`config.mk`:
```
export PLATFORM = sky130hd
export DESIGN_NAME = ifb_bank
export DESIGN_NICKNAME = d
export VERILOG_FILES = /design/src/logic/ifb_pkg.sv /design/src/logic/ifb_evt_if.sv /design/src/logic/ifb_ext_edge.sv /design/src/logic/ifb_port_change.sv /design/src/logic/ifb_bank.sv
export SDC_FILE = /design/constraint.sdc
export NUM_CORES = 1
export LEC_CHECK = 0
export BUFFER_PORTS_ARGS = -buffer_cell sky130_fd_sc_hd__buf_2
export CORE_ASPECT_RATIO = 2
export CORE_MARGIN = 3
export CORE_UTILIZATION = 50
export CTS_BUF_LIST = sky130_fd_sc_hd__clkbuf_8
export DETAILED_ROUTE_END_ITERATION = 10
export PLACE_DENSITY = 0.84
export SYNTH_ARGS = -nofsm -noshare
export SYNTH_HDL_FRONTEND = slang
export SYNTH_SLANG_ARGS = --single-unit
```
`constraint.sdc`:
```
create_clock -name clk_i -period 1.9 [get_ports clk_i]
set_input_delay 0.095 -clock clk_i [delete_from_list [all_inputs] [get_ports clk_i]]
set_output_delay 0.095 -clock clk_i [all_outputs]
set_load 0.05 [all_outputs]
```
`src/logic/ifb_pkg.sv`:
```
// Purpose: constants for the interrupt flag, enable and priority bank
// Assumes: classic wishbone, 32-bit data, byte addresses
// Notes:   register offsets and the enable/priority register layout are local
package ifb_pkg;
	// register byte addresses
	localparam logic [7:0] IFB_OFF_CTRL_MAIN = 8'h00;
	localparam logic [7:0] IFB_OFF_CTRL_EDGE = 8'h04;
	localparam logic [7:0] IFB_OFF_CTRL_EXT  = 8'h08;
	localparam logic [7:0] IFB_OFF_PER_FLAGS = 8'h0C;
	localparam logic [7:0] IFB_OFF_PER_EN    = 8'h10;
	localparam logic [7:0] IFB_OFF_PER_PRIO  = 8'h14;
	localparam logic [7:0] IFB_OFF_MISC      = 8'h18;
	localparam logic [7:0] IFB_OFF_PORT_A    = 8'h1C;
	localparam logic [7:0] IFB_OFF_PORT_B    = 8'h20;
	localparam logic [7:0] IFB_OFF_CHG_EN    = 8'h24;
	localparam logic [7:0] IFB_OFF_PU_EN     = 8'h28;
	// main control bits
	localparam int IFB_B_GHEN  = 7;
	localparam int IFB_B_PLEN  = 6;
	localparam int IFB_B_T0IE  = 5;
	localparam int IFB_B_X0IE  = 4;
	localparam int IFB_B_PCIE  = 3;
	localparam int IFB_B_T0IF  = 2;
	localparam int IFB_B_X0IF  = 1;
	localparam int IFB_B_PCIF  = 0;
	// edge / pull-up / priority bits
	localparam int IFB_B_PUDIS = 7;
	localparam int IFB_B_EDG0  = 6;
	localparam int IFB_B_EDG1  = 5;
	localparam int IFB_B_EDG2  = 4;
	localparam int IFB_B_T0IP  = 2;
	localparam int IFB_B_PCIP  = 0;
	// external pin control bits
	localparam int IFB_B_X2IP  = 7;
	localparam int IFB_B_X1IP  = 6;
	localparam int IFB_B_X2IE  = 4;
	localparam int IFB_B_X1IE  = 3;
	localparam int IFB_B_X2IF  = 1;
	localparam int IFB_B_X1IF  = 0;
	// peripheral flag bits
	localparam int IFB_B_CVDF  = 6;
	localparam int IFB_B_RXIF  = 5;
	localparam int IFB_B_TXEF  = 4;
	localparam int IFB_B_SSIF  = 3;
	localparam int IFB_B_CCIF  = 2;
	localparam int IFB_B_T2IF  = 1;
	localparam int IFB_B_T1IF  = 0;
	// misc control: priority enable at bit 0
	localparam int IFB_B_PLVL  = 0;
	// implemented-bit masks and reset values
	localparam logic [7:0] IFB_MSK_MAIN  = 8'hFF;
	localparam logic [7:0] IFB_MSK_EDGE  = 8'hF5;
	localparam logic [7:0] IFB_MSK_EXT   = 8'hDB;
	localparam logic [7:0] IFB_MSK_PER   = 8'h7F;
	localparam logic [7:0] IFB_MSK_PERW  = 8'h4F;
	localparam logic [7:0] IFB_RST_MAIN  = 8'h00;
	localparam logic [7:0] IFB_RST_EDGE  = 8'hF5;
	localparam logic [7:0] IFB_RST_EXT   = 8'hC0;
	localparam logic [7:0] IFB_RST_PER   = 8'h00;
	localparam logic [7:0] IFB_RST_PPRIO = 8'h7F;
	localparam logic [7:0] IFB_RST_ZERO  = 8'h00;
	localparam logic [5:0] IFB_MSK_PA    = 6'h3F;
	localparam logic [3:0] IFB_MSK_PB    = 4'hF;
	// capture/compare modes
	typedef enum logic [1:0] {
		IFB_CC_CAPTURE = 2'h0,
		IFB_CC_COMPARE = 2'h1,
		IFB_CC_PWM     = 2'h2
	} ifb_cc_mode_e;
	typedef enum logic [1:0] {
		IFB_BUS_IDLE = 2'b01,
		IFB_BUS_ACK  = 2'b10
	} ifb_bus_e;
endpackage : ifb_pkg

```
`src/logic/ifb_evt_if.sv`:
```
// Purpose: carrier between the bank and its edge / change detectors
// Assumes: single clock
// Notes:   pulses are one cycle wide
`timescale 1ns/1ns
interface ifb_evt_if;
	logic [2:0] ext_edge_sel;
	logic [2:0] ext_evt;
	logic [5:0] pa_en;
	logic [3:0] pb_en;
	logic       port_read;
	logic       mismatch;
	modport det (input ext_edge_sel, input pa_en, input pb_en, input port_read,
		output ext_evt, output mismatch);
	modport bank (output ext_edge_sel, output pa_en, output pb_en, output port_read,
		input ext_evt, input mismatch);
endinterface : ifb_evt_if

```
`src/logic/ifb_ext_edge.sv`:
```
// Purpose: qualifying edge detection on the three external pins
// Assumes: pins synchronous to clk_i
// Notes:   changing the edge select may itself look like an edge; clear flag after
`timescale 1ns/1ns
module ifb_ext_edge (
	// clock and reset
	input  wire logic clk_i,
	input  wire logic rst_i,
	// pins
	input  wire logic [2:0] ext_pin_i,
	// bank side
	ifb_evt_if.det    ev
);
	import ifb_pkg::*;
	logic [2:0] act_q;
	wire  [2:0] act_now = ~(ext_pin_i ^ ev.ext_edge_sel);
	// reset as active so a pin already at its active level gives no false edge
	always_ff @(posedge clk_i) begin
		if (rst_i) begin
			act_q <= 3'h7;
		end else begin
			act_q <= act_now;
		end
	end
	assign ev.ext_evt  = act_now & ~act_q;
	// no port change work on this carrier
	assign ev.mismatch = 1'b0;
endmodule : ifb_ext_edge

```
`src/logic/ifb_port_change.sv`:
```
// Purpose: port change mismatch detector on port A 5..0 and port B 7..4
// Assumes: a bus read of either port relatches both ports
// Notes:   mismatch is a level and re-sets the flag each cycle it lasts
`timescale 1ns/1ns
module ifb_port_change (
	// clock and reset
	input  wire logic clk_i,
	input  wire logic rst_i,
	// pins
	input  wire logic [5:0] port_a_i,
	input  wire logic [3:0] port_b_i,
	// bank side
	ifb_evt_if.det    ev
);
	import ifb_pkg::*;
	logic [5:0] pa_q;
	logic [3:0] pb_q;
	always_ff @(posedge clk_i) begin
		if (rst_i) begin
			pa_q <= 6'h00;
			pb_q <= 4'h0;
		end else if (ev.port_read) begin
			pa_q <= port_a_i;
			pb_q <= port_b_i;
		end
	end
	// only pins with their change enable set count
	assign ev.mismatch = |((pa_q ^ port_a_i) & ev.pa_en) | |((pb_q ^ port_b_i) & ev.pb_en);
	assign ev.ext_evt = 3'h0;
endmodule : ifb_port_change

```
`src/logic/ifb_bank.sv`:
```
// Purpose: interrupt flag, enable and priority register bank with request outputs
// Assumes: classic wishbone slave, one wait-free ack cycle after request
// Notes:   peripheral enable/priority registers are kept here to gate peripherals
`timescale 1ns/1ns
// Contract
// - no priorities: bit7 gates every source
// - priorities: bit7 high enable, clear blocks all
// - no priorities: bit6 gates peripheral sources
// - priorities: bit6 gates low sources
// - timer zero flag bit2, enable bit5
// - pin zero flag bit1, enable bit4
// - port change flag bit0, enable bit3
// - mismatch keeps re-setting; software reads ports
// - change needs per-pin enable bit
// - bit7 disables pull-ups; else input and bit
// - edge selects bits 6,5,4, reset rising
// - priorities timer zero bit2, change bit0
// - pins 2,1 priority bits7,6, enables 4,3
// - pin 2 flag bit1, pin 1 bit0
// - flags set regardless of enables
// - unimplemented bits read zero, writes ignored
// - converter done flag bit6 sticky
// - receive flag bit5 read-only, buffer full
// - transmit flag bit4 read-only, buffer empty
// - serial, timer two, timer one flags
// - capture/compare flag, unused in pulse mode
// - priority operation only with priority enable
// - acceptance clears the level's global enable
module ifb_bank (
	// clock and reset
	input  wire logic                  clk_i,
	input  wire logic                  rst_i,
	// wishbone slave
	input  wire logic                  wb_cyc_i,
	input  wire logic                  wb_stb_i,
	input  wire logic                  wb_we_i,
	input  wire logic [7:0]            wb_adr_i,
	input  wire logic [3:0]            wb_sel_i,
	input  wire logic [31:0]           wb_dat_i,
	output logic      [31:0]           wb_dat_o,
	output logic                       wb_ack_o,
	// source events
	input  wire logic                  timer_zero_ovf_i,
	input  wire logic [2:0]            ext_pin_i,
	input  wire logic [5:0]            port_a_i,
	input  wire logic [3:0]            port_b_i,
	input  wire logic [5:0]            port_a_input_i,
	input  wire logic [3:0]            port_b_input_i,
	input  wire logic                  converter_done_i,
	input  wire logic                  serial_rx_full_i,
	input  wire logic                  serial_tx_empty_i,
	input  wire logic                  sync_serial_done_i,
	input  wire logic                  cc_event_i,
	input  wire ifb_pkg::ifb_cc_mode_e cc_mode_i,
	input  wire logic                  timer_two_match_i,
	input  wire logic                  timer_one_ovf_i,
	// core handshake
	input  wire logic                  accept_high_i,
	input  wire logic                  accept_low_i,
	input  wire logic                  return_i,
	// outputs
	output logic                       irq_high_o,
	output logic                       irq_low_o,
	output logic                       serial_rx_read_o,
	output logic                       serial_tx_write_o,
	output logic      [5:0]            port_a_pullup_o,
	output logic      [3:0]            port_b_pullup_o
);
	import ifb_pkg::*;

	////////////////////////////////////////////////////////////////////////////////
	function automatic logic [7:0] wr_merge(input logic [7:0] old, input logic [7:0] nw,
		input logic [7:0] msk);
		wr_merge = (old & ~msk) | (nw & msk);
	endfunction : wr_merge

	logic [7:0] main_q, edge_q, ext_q, per_q, pen_q, ppr_q, misc_q;
	logic [7:0] chg_a_q, chg_b_q, pu_a_q, pu_b_q;
	logic [7:0] main_d, ext_d, per_d;
	logic       ack_q;
	logic       hiact_q;
	logic [31:0] rd_q;
	logic       irq_h_q, irq_l_q, rxr_q, txw_q;
	logic [5:0] pua_q;
	logic [3:0] pub_q;

	ifb_evt_if ev_ext ();
	ifb_evt_if ev_chg ();

	////////////////////////////////////////////////////////////////////////////////
	// bus decode
	wire req      = wb_cyc_i & wb_stb_i & ~ack_q;
	wire wr       = req & wb_we_i & wb_sel_i[0];
	wire rd       = req & ~wb_we_i;
	wire [7:0] wd = wb_dat_i[7:0];
	wire sel_main = wb_adr_i == IFB_OFF_CTRL_MAIN;
	wire sel_edge = wb_adr_i == IFB_OFF_CTRL_EDGE;
	wire sel_ext  = wb_adr_i == IFB_OFF_CTRL_EXT;
	wire sel_per  = wb_adr_i == IFB_OFF_PER_FLAGS;
	wire sel_pen  = wb_adr_i == IFB_OFF_PER_EN;
	wire sel_ppr  = wb_adr_i == IFB_OFF_PER_PRIO;
	wire sel_misc = wb_adr_i == IFB_OFF_MISC;
	wire sel_pa   = wb_adr_i == IFB_OFF_PORT_A;
	wire sel_pb   = wb_adr_i == IFB_OFF_PORT_B;
	wire sel_chg  = wb_adr_i == IFB_OFF_CHG_EN;
	wire sel_pu   = wb_adr_i == IFB_OFF_PU_EN;

	////////////////////////////////////////////////////////////////////////////////
	// detectors
	assign ev_ext.ext_edge_sel = {edge_q[IFB_B_EDG2], edge_q[IFB_B_EDG1], edge_q[IFB_B_EDG0]};
	assign ev_ext.pa_en        = 6'h00;
	assign ev_ext.pb_en        = 4'h0;
	assign ev_ext.port_read    = 1'b0;
	assign ev_chg.ext_edge_sel = 3'h7;
	assign ev_chg.pa_en        = chg_a_q[5:0] & IFB_MSK_PA;
	assign ev_chg.pb_en        = chg_b_q[3:0] & IFB_MSK_PB;
	// reading either port ends the mismatch
	assign ev_chg.port_read    = rd & (sel_pa | sel_pb);

	ifb_ext_edge u_ext (
		.clk_i     (clk_i),
		.rst_i     (rst_i),
		.ext_pin_i (ext_pin_i),
		.ev        (ev_ext.det)
	);
	ifb_port_change u_chg (
		.clk_i    (clk_i),
		.rst_i    (rst_i),
		.port_a_i (port_a_i),
		.port_b_i (port_b_i),
		.ev       (ev_chg.det)
	);

	////////////////////////////////////////////////////////////////////////////////
	// flag updates: write first, then hardware sets win over clears
	wire prio_on = misc_q[IFB_B_PLVL];
	wire cc_set = cc_event_i & (cc_mode_i != IFB_CC_PWM);
	wire [7:0] main_w = (wr & sel_main) ? wr_merge(main_q, wd, IFB_MSK_MAIN) : main_q;
	wire [7:0] ext_w  = (wr & sel_ext)  ? wr_merge(ext_q, wd, IFB_MSK_EXT) : ext_q;
	wire [7:0] per_w  = (wr & sel_per)  ? wr_merge(per_q, wd, IFB_MSK_PERW) : per_q;

	always_comb begin
		main_d = main_w;
		// sets ignore enables so software can poll
		if (timer_zero_ovf_i)
			main_d[IFB_B_T0IF] = 1'b1;
		if (ev_ext.ext_evt[0])
			main_d[IFB_B_X0IF] = 1'b1;
		if (ev_chg.mismatch)
			main_d[IFB_B_PCIF] = 1'b1;
		// acceptance drops the level's enable, return restores it
		if (accept_high_i | (accept_low_i & ~prio_on))
			main_d[IFB_B_GHEN] = 1'b0;
		else if (accept_low_i & prio_on)
			main_d[IFB_B_PLEN] = 1'b0;
		if (return_i & (hiact_q | ~prio_on))
			main_d[IFB_B_GHEN] = 1'b1;
		else if (return_i)
			main_d[IFB_B_PLEN] = 1'b1;
		ext_d = ext_w;
		if (ev_ext.ext_evt[2])
			ext_d[IFB_B_X2IF] = 1'b1;
		if (ev_ext.ext_evt[1])
			ext_d[IFB_B_X1IF] = 1'b1;
		per_d = per_w;
		if (converter_done_i)
			per_d[IFB_B_CVDF] = 1'b1;
		if (sync_serial_done_i)
			per_d[IFB_B_SSIF] = 1'b1;
		if (timer_two_match_i)
			per_d[IFB_B_T2IF] = 1'b1;
		if (timer_one_ovf_i)
			per_d[IFB_B_T1IF] = 1'b1;
		if (cc_set)
			per_d[IFB_B_CCIF] = 1'b1;
		// serial flags mirror buffer state and ignore writes
		per_d[IFB_B_RXIF] = serial_rx_full_i;
		per_d[IFB_B_TXEF] = serial_tx_empty_i;
		per_d[7] = 1'b0;
	end

	////////////////////////////////////////////////////////////////////////////////
	// request forming
	wire [6:0] src_act = {
		per_q[6:0] & pen_q[6:0] & IFB_MSK_PER[6:0]
	};
	wire [4:0] core_act = {
		ext_q[IFB_B_X2IF] & ext_q[IFB_B_X2IE],
		ext_q[IFB_B_X1IF] & ext_q[IFB_B_X1IE],
		main_q[IFB_B_T0IF] & main_q[IFB_B_T0IE],
		main_q[IFB_B_X0IF] & main_q[IFB_B_X0IE],
		main_q[IFB_B_PCIF] & main_q[IFB_B_PCIE]
	};
	// pin zero is always high priority
	wire [4:0] core_pri = {
		ext_q[IFB_B_X2IP], ext_q[IFB_B_X1IP], edge_q[IFB_B_T0IP], 1'b1, edge_q[IFB_B_PCIP]
	};
	wire any_core  = |core_act;
	wire any_per   = |src_act;
	wire hi_pend   = |(core_act & core_pri) | |(src_act & ppr_q[6:0]);
	wire lo_pend   = |(core_act & ~core_pri) | |(src_act & ~ppr_q[6:0]);
	wire glb_en    = main_q[IFB_B_GHEN];
	wire grp_en    = main_q[IFB_B_PLEN];
	// compatibility: all on the high line, peripherals need the group enable
	wire compat_rq = glb_en & (any_core | (grp_en & any_per));
	wire irq_h_d   = prio_on ? (glb_en & hi_pend) : compat_rq;
	wire irq_l_d   = prio_on & glb_en & grp_en & lo_pend;
	// pull-up only on input pins with their bit, unless globally disabled
	wire [5:0] pua_d = edge_q[IFB_B_PUDIS] ? 6'h00 : (pu_a_q[5:0] & port_a_input_i);
	wire [3:0] pub_d = edge_q[IFB_B_PUDIS] ? 4'h0 : (pu_b_q[3:0] & port_b_input_i);

	////////////////////////////////////////////////////////////////////////////////
	// read mux, unimplemented bits zero
	wire [7:0] rd_byte =
		sel_main ? main_q :
		sel_edge ? (edge_q & IFB_MSK_EDGE) :
		sel_ext  ? (ext_q & IFB_MSK_EXT) :
		sel_per  ? (per_q & IFB_MSK_PER) :
		sel_pen  ? (pen_q & IFB_MSK_PER) :
		sel_ppr  ? (ppr_q & IFB_MSK_PER) :
		sel_misc ? {7'h00, misc_q[0]} :
		sel_pa   ? {2'h0, port_a_i} :
		sel_pb   ? {port_b_i, 4'h0} :
		sel_chg  ? {2'h0, chg_a_q[5:0]} :
		sel_pu   ? {pu_b_q[3:0], 4'h0} | {2'h0, pu_a_q[5:0]} : 8'h00;

	////////////////////////////////////////////////////////////////////////////////
	always_ff @(posedge clk_i) begin
		if (rst_i) begin
			main_q  <= IFB_RST_MAIN;
			edge_q  <= IFB_RST_EDGE;
			ext_q   <= IFB_RST_EXT;
			per_q   <= IFB_RST_PER;
			pen_q   <= IFB_RST_ZERO;
			ppr_q   <= IFB_RST_PPRIO;
			misc_q  <= IFB_RST_ZERO;
			chg_a_q <= IFB_RST_ZERO;
			chg_b_q <= IFB_RST_ZERO;
			pu_a_q  <= IFB_RST_ZERO;
			pu_b_q  <= IFB_RST_ZERO;
		end else begin
			main_q <= main_d;
			ext_q  <= ext_d;
			per_q  <= per_d;
			if (wr & sel_edge)
				edge_q <= wr_merge(edge_q, wd, IFB_MSK_EDGE);
			if (wr & sel_pen)
				pen_q <= wd & IFB_MSK_PER;
			if (wr & sel_ppr)
				ppr_q <= wd & IFB_MSK_PER;
			if (wr & sel_misc)
				misc_q <= {7'h00, wd[IFB_B_PLVL]};
			if (wr & sel_chg) begin
				chg_a_q <= {2'h0, wd[5:0]};
				chg_b_q <= {4'h0, wb_dat_i[11:8]};
			end
			if (wr & sel_pu) begin
				pu_a_q <= {2'h0, wd[5:0]};
				pu_b_q <= {4'h0, wd[7:4]};
			end
		end
	end

	always_ff @(posedge clk_i) begin
		if (rst_i) begin
			ack_q   <= 1'b0;
			rd_q    <= 32'h0000_0000;
			hiact_q <= 1'b0;
			irq_h_q <= 1'b0;
			irq_l_q <= 1'b0;
			rxr_q   <= 1'b0;
			txw_q   <= 1'b0;
			pua_q   <= 6'h00;
			pub_q   <= 4'h0;
		end else begin
			ack_q   <= req;
			rd_q    <= rd ? {24'h00_0000, rd_byte} : 32'h0000_0000;
			hiact_q <= accept_high_i ? 1'b1 : (return_i ? 1'b0 : hiact_q);
			irq_h_q <= irq_h_d;
			irq_l_q <= irq_l_d;
			rxr_q   <= rd & sel_per;
			txw_q   <= wr & sel_per;
			pua_q   <= pua_d;
			pub_q   <= pub_d;
		end
	end

	assign wb_ack_o          = ack_q;
	assign wb_dat_o          = rd_q;
	assign irq_high_o        = irq_h_q;
	assign irq_low_o         = irq_l_q;
	assign serial_rx_read_o  = rxr_q;
	assign serial_tx_write_o = txw_q;
	assign port_a_pullup_o   = pua_q;
	assign port_b_pullup_o   = pub_q;
endmodule : ifb_bank

```
# Word level (Yosys, flattened, before mapping)
# Index checks and enable logic that the tools add are counted.
totals:
  ff_bits: 127
  inputBits: 85
  out_inout_bits: 47
  word_cells: 166
classes:
  n_eq_ne: 11
  muxes: 33
  bitwise_logic: 63
  n_reduce_logical: 23
ops:
  columns: ["operator", "count"]
  rows:
  - ["$mux 8", 12]
  - ["$eq 8x5->1 const B", 4]
  - ["$and 1x1->1", 31]
  - ["$eq 8x6->1 const B", 3]
  - ["$reduce_bool 2->1", 11]
  - ["$and 7x7->7", 3]
  - ["$reduce_or 7->1", 3]
  - ["$mux 1", 19]
  - ["$eq 8x4->1 const B", 2]
  - ["$reduce_or 5->1", 3]
  - ["$and 6x6->6", 2]
  - ["$and 5x5->5", 2]
  - ["$and 4x4->4", 2]
  - ["$eq 8x3->1 const B", 1]
  - ["$logic_not 8->1", 1]
  - ["$or 4x8->8", 1]
  - ["$or 6x8->8", 1]
  - ["$or 8x6->8", 1]
  - ["$mux 7", 1]
  - ["$not 7->7", 1]
  - ["$or 1x1->1", 7]
  - ["$or 6x7->7", 1]
  - ["$not 3->3", 2]
  - ["$reduce_or 6->1", 1]
  - ["11 further kinds", 15]

# Longest topological paths before layout
logic_depth:
  depth_word: 12
  depth_mapped: 8
  depth_no_buf: 5

# Cells and area by module
# A second synthesis with hierarchy kept.
hier_totals:
  cells_unflattened: 525
  hier_area_um2: 4735.8
by_module_without_submodules:
  columns: ["mod", "n_inst", "cells_per_inst", "area_each_um2", "seq_area_each_um2"]
  rows:
  - ["ifb_bank", 1, 459, 4095.2, 1681.6]
  - ["ifb_port_change", 1, 52, 513.0, 200.2]
  - ["ifb_ext_edge", 1, 14, 127.6, 60.1]

# Worst setup path before layout
# No wires, ideal clock.
synth_timing:
  path_type: "register to register"
  start: "register ack_q (netlist: wb_ack_o)"
  end: "register main_q[7]"
  setup_time_ps: 101
  arrival_ps: 1776
  required_ps: 1799
  path_slack_ps: 23
  stages_incl_launch_ff: 7
  n_path_buf: 1
  synth_period_minus_slack_ps: 1877
  path_cell_list: "dfxtp_1 > nand3b_1 > nor2_1 > buf_2 > nand3_2 > mux2i_1 > o41ai_1"
synth_between:
  elab_chain_cells: 6
synth_rtl:
  columns: ["element", "line", "source"]
  rows:
  - ["start, declared", "ifb_bank.sv:80", "logic ack_q;"]
  - ["start signal, assigned", "ifb_bank.sv:276", "ack_q <= req;"]
  - ["$not 1->1", "ifb_bank.sv:92", "wire req = wb_cyc_i & wb_stb_i & ~ack_q;"]
  - ["$and 1x1->1", "ifb_bank.sv:92", null]
  - ["$and 1x1->1 (2 in series)", "ifb_bank.sv:93", "wire wr = req & wb_we_i & wb_sel_i[0];"]
  - ["$and 1x1->1", "ifb_bank.sv:138", "wire [7:0] main_w = (wr & sel_main) ? wr_merge(main_q, wd, IFB_MSK_MAIN) : main_q;"]
  - ["$reduce_bool 3->1 (no source line)", null, null]
  - ["end signal, assigned", "ifb_bank.sv:242", "main_q <= main_d;"]
  - ["end, declared", "ifb_bank.sv:77", "logic [7:0] main_q, edge_q, ext_q, per_q, pen_q, ppr_q, misc_q;"]
# Every way passes these cells.
# A chain may end at the register's enable or synchronous reset.

# Worst setup path after layout
layout_timing:
  start: "register ack_q (netlist: wb_ack_o)"
  end: "register u_chg.pb_q[2]"
layout_between:
  elab_chain_cells: 4
layout_rtl:
  columns: ["element", "line", "source"]
  rows:
  - ["$not 1->1", "ifb_bank.sv:92", null]
  - ["$and 1x1->1", "ifb_bank.sv:92", null]
  - ["$and 1x1->1", "ifb_bank.sv:94", "wire rd = req & ~wb_we_i;"]
  - ["$and 1x1->1", "ifb_bank.sv:118", "assign ev_chg.port_read = rd & (sel_pa | sel_pb);"]
  - ["end signal, assigned", "ifb_port_change.sv:24", "pb_q <= port_b_i;"]
  - ["end, declared", "ifb_port_change.sv:17", "logic [3:0] pb_q;"]
# Every way passes these cells.

==> reports/qor.yml <==
cts:
  cts_tree: "done"
  insertion_delay_ns: 0.37
  clock_path_buffers: 2
  cts_sinks: 97
  cts_buffers: 9
  clk_pin_slew_ns: 0.09
  cts_root_buffer: "clkbuf_8"
  htree_num_levels: 3
setup_path:
  ff2ff_path_depth: 4
  required_ns: 2.14
  cp.arrival_ns: 2.01
  cp-start-kind: "flop"
  crit_path_max_fanout: 10
  reg2reg_to: "u_chg.pb_q[2]$_SDFFE_PP0P_"
  rrSetupSlack_ns: 0.14
  r2r-start: "wb_ack_o$_SDFF_PP0_"
  setup.worst_path.class: "flop to flop"
  endpoint_kind: "flop"
route:
  finalWirelength_um: 15000
  wire_per_inst_um: 19.2
  vias_per_cell: 5.84
  drtIter0Drc: 355
  drc_errors: 0
  ant_nets: 0
  vias: 4564
  drtPass1Iterations: 5
pwr:
  switching_share_pct: 25.8
  p_seq_share_pct: 52.1
  intPower_w: 0.00295
  pwr-share-clk_pct: 35.6
  power_w: 0.00398
  ir_worst_vdd_mv: 0.543
  p_sw_w: 0.00103
  p_comb_share_pct: 12.2
  p_leak_nw: 2.51
  power_density_mw_per_mm2: 700
global_route:
  grt_remaining_overflow: 0
  grt_use_total_pct: 29.0
  grt_pass1_wl_um: 22700
  first_global_vias: 4412
  grt_max_degree: 39
  antenna_found_initial: 0
worst_hold_path:
  hold_depth: 3
  worstHoldStart: "wb_dat_i[7]"
  whs_endpoint: "pu_b_q[3]$_SDFFE_PP0P_"
  hold_path_class: "input port to flop"
floorplanning:
  design.core.area_mm2: 0.00907
  fp.dieArea_mm2: 0.0106
  io_pins: 132
  start_util_pct: 51.5
  fp.dieW_um: 74.3
  rows: 49
  die_y_um: 143
timing:
  timing.hold.ws_ns: 0.0179
  setup_viol: 0
  maxSlewHeadroom_pct: 56.9
  fmax_mhz: 568
  fin_setup_tns_ns: 0
  finalHoldViolations: 0
  fin_ws_ns: 0.138
  worstMarginPinSlew_ns: 0.642
  finalCritPeriodShare_pct: 92.7
  rsz0062_at_grt: "false"
  finClkSkew_ns: 0.0110
  slew_viol_final: 0
  period_needed_ns: 1.76
layout:
  area_growth_pct: 21.8
  fillCellCount: 823
  fin_cells: 781
  final_common_cell: "nand2_1"
  nets: 759
  final_cell_mix: "nand2_1, dfxtp_1, buf_2, a21oi_1"
  drive_gt1_share_pct: 20.5
  diodes: 0
synth:
  synthCells: 555
  async_flop_share_pct: 0
  synth-main-ff-cell: "dfxtp_1"
  syn_avg_cell_area_um2: 8.42
  syn_area_mm2: 0.00467
  synth_seq_cells: 97
  ys_seq_area_share_pct: 41.6
  synth_edf_count: 0
  yosysUniqueCellTypes: 59
  ys_warn_count: 0
placed_design:
  dp_slack_ns: 0.101
  portBuffers: 84
  place_hpwl_um: 11300
  dp.cells: 736
  gp_congestion: 0.968
flow_run:
  max_cap_violations: 0
status:
  status: "finished clean"
[kinds of logic (layout without fill, tap and decap cells)]
kind of cell	count (synthesis)	after routing	synth area share [%]
and+or+nand+nor	231	231	24.1
buffers and inverters	63	164	7.61
xor gates and xnor gates	13	13	2.44
AOI/OAI and AO/OA	113	113	15.9
muxes	37	37	8.22
DFF	97	97	41.6
other	1	24	0.0803
[worst max path at each step]
stage                        start                          to  slack [ns]  cells past startpoint
2_1_floorplan  wb_ack_o$_SDFF_PP0_      main_q[7]$_SDFFE_PP0P_        0.02                      6
3_3_place_gp           wb_adr_i[1]      wb_dat_o[2]$_SDFF_PP0_        0.14                      6
3_5_place_dp   wb_ack_o$_SDFF_PP0_        main_q[6]$_SDFF_PP0_        0.10                      7
4_1_cts        wb_ack_o$_SDFF_PP0_        main_q[6]$_SDFF_PP0_        0.08                      7
5_1_grt        wb_ack_o$_SDFF_PP0_       pen_q[4]$_SDFFE_PP0P_        0.01                      7
6_report       wb_ack_o$_SDFF_PP0_  u_chg.pb_q[2]$_SDFFE_PP0P_        0.14                      4
[what timing repair did]
item	4_1_cts	5_1_grt
gates resized for setup	0	2
setup endpoints to repair	0	16
hold buffers	27	0
hold endpoints to repair	27	0
buffers inserted	0	2
[synth_stat cells, drive strengths merged, types with 4 or more instances]
master | instances | share of area, %
nand2 | 107 | 8.6
dfxtp | 97 | 42
a21oi | 41 | 4.4
buf | 38 | 5.6
mux2i | 35 | 7.5
nor2 | 35 | 2.8
nand3 | 20 | 2.6
and3 | 14 | 1.9
clkbuf | 14 | 1.2
o21ai | 11 | 1.2
inv | 10 | 0.80
nor3 | 10 | 1.1
xor2 | 10 | 1.9
nand2b | 9 | 1.2
o22ai | 9 | 1.2
nand3b | 8 | 1.3
a221oi | 7 | 1.3
a22oi | 7 | 1.2
nor2b | 7 | 0.99
a211oi | 6 | 0.96
nand4 | 5 | 0.67
and2 | 4 | 0.54
o2bb2ai | 4 | 0.75
[cell type report]
class	instances	area, um2	area share [%]
Clock inverter	7	86.3	1.52
Multi-Input combinational cell	418	2460	43.3
Clock buffer	9	124	2.18
Inverter	11	41.3	0.726
Tap cell	102	128	2.24
Timing Repair Buffer	137	906	15.9
Sequential cell	97	1940	34.1
[sequential cells by signal, indices dropped and copies added, names as in the netlist, 6 cells and up]
name and cells:
main_q 8, wb_dat_o 8, pen_q 7, per_q 7, ppr_q 7, chg_a_q 6, edge_q 6, ext_q 6
port_a_pullup_o 6, u_chg.pa_q 6
[worst max-delay path: stages (launching register included)]
cell and delay, ns:
dfxtp_1 0.31, nand3b_1 0.32, or4_1 0.79, nand2_1 0.16, a21oi_1 0.07
[per-stage QoR]
step           instance area [um2]  utilization (%)
3_5_place_dp                  5180             57.1
3_3_place_gp                  5180             57.1
5_1_grt                       5690             62.7
4_1_cts                       5660             62.4
6_report                      5690             62.7
2_1_floorplan                 4760                -
[per-layer routing]
layer | track usage, % | part of all wire [%] | vias up
li1 | - | - | 2134
met5 | 0 | 0 | -
met2 | 50.7 | 51 | 228
met3 | 4.58 | 5.3 | 67
met1 | 31.8 | 36 | 2135
met4 | 17.4 | 6.8 | 0
[power by group through the flow]
stage,sequential [W],combinational [W],clock (W)
2_1_floorplan,0.00212,0.000298,0
3_3_place_gp,0.00212,0.000426,0
3_5_place_dp,0.00212,0.000431,0
4_1_cts,0.00208,0.000474,0.00145
5_1_grt,0.00208,0.000517,0.00151
6_report,0.00208,0.000488,0.00142
Power figures use the tool's default switching activity.
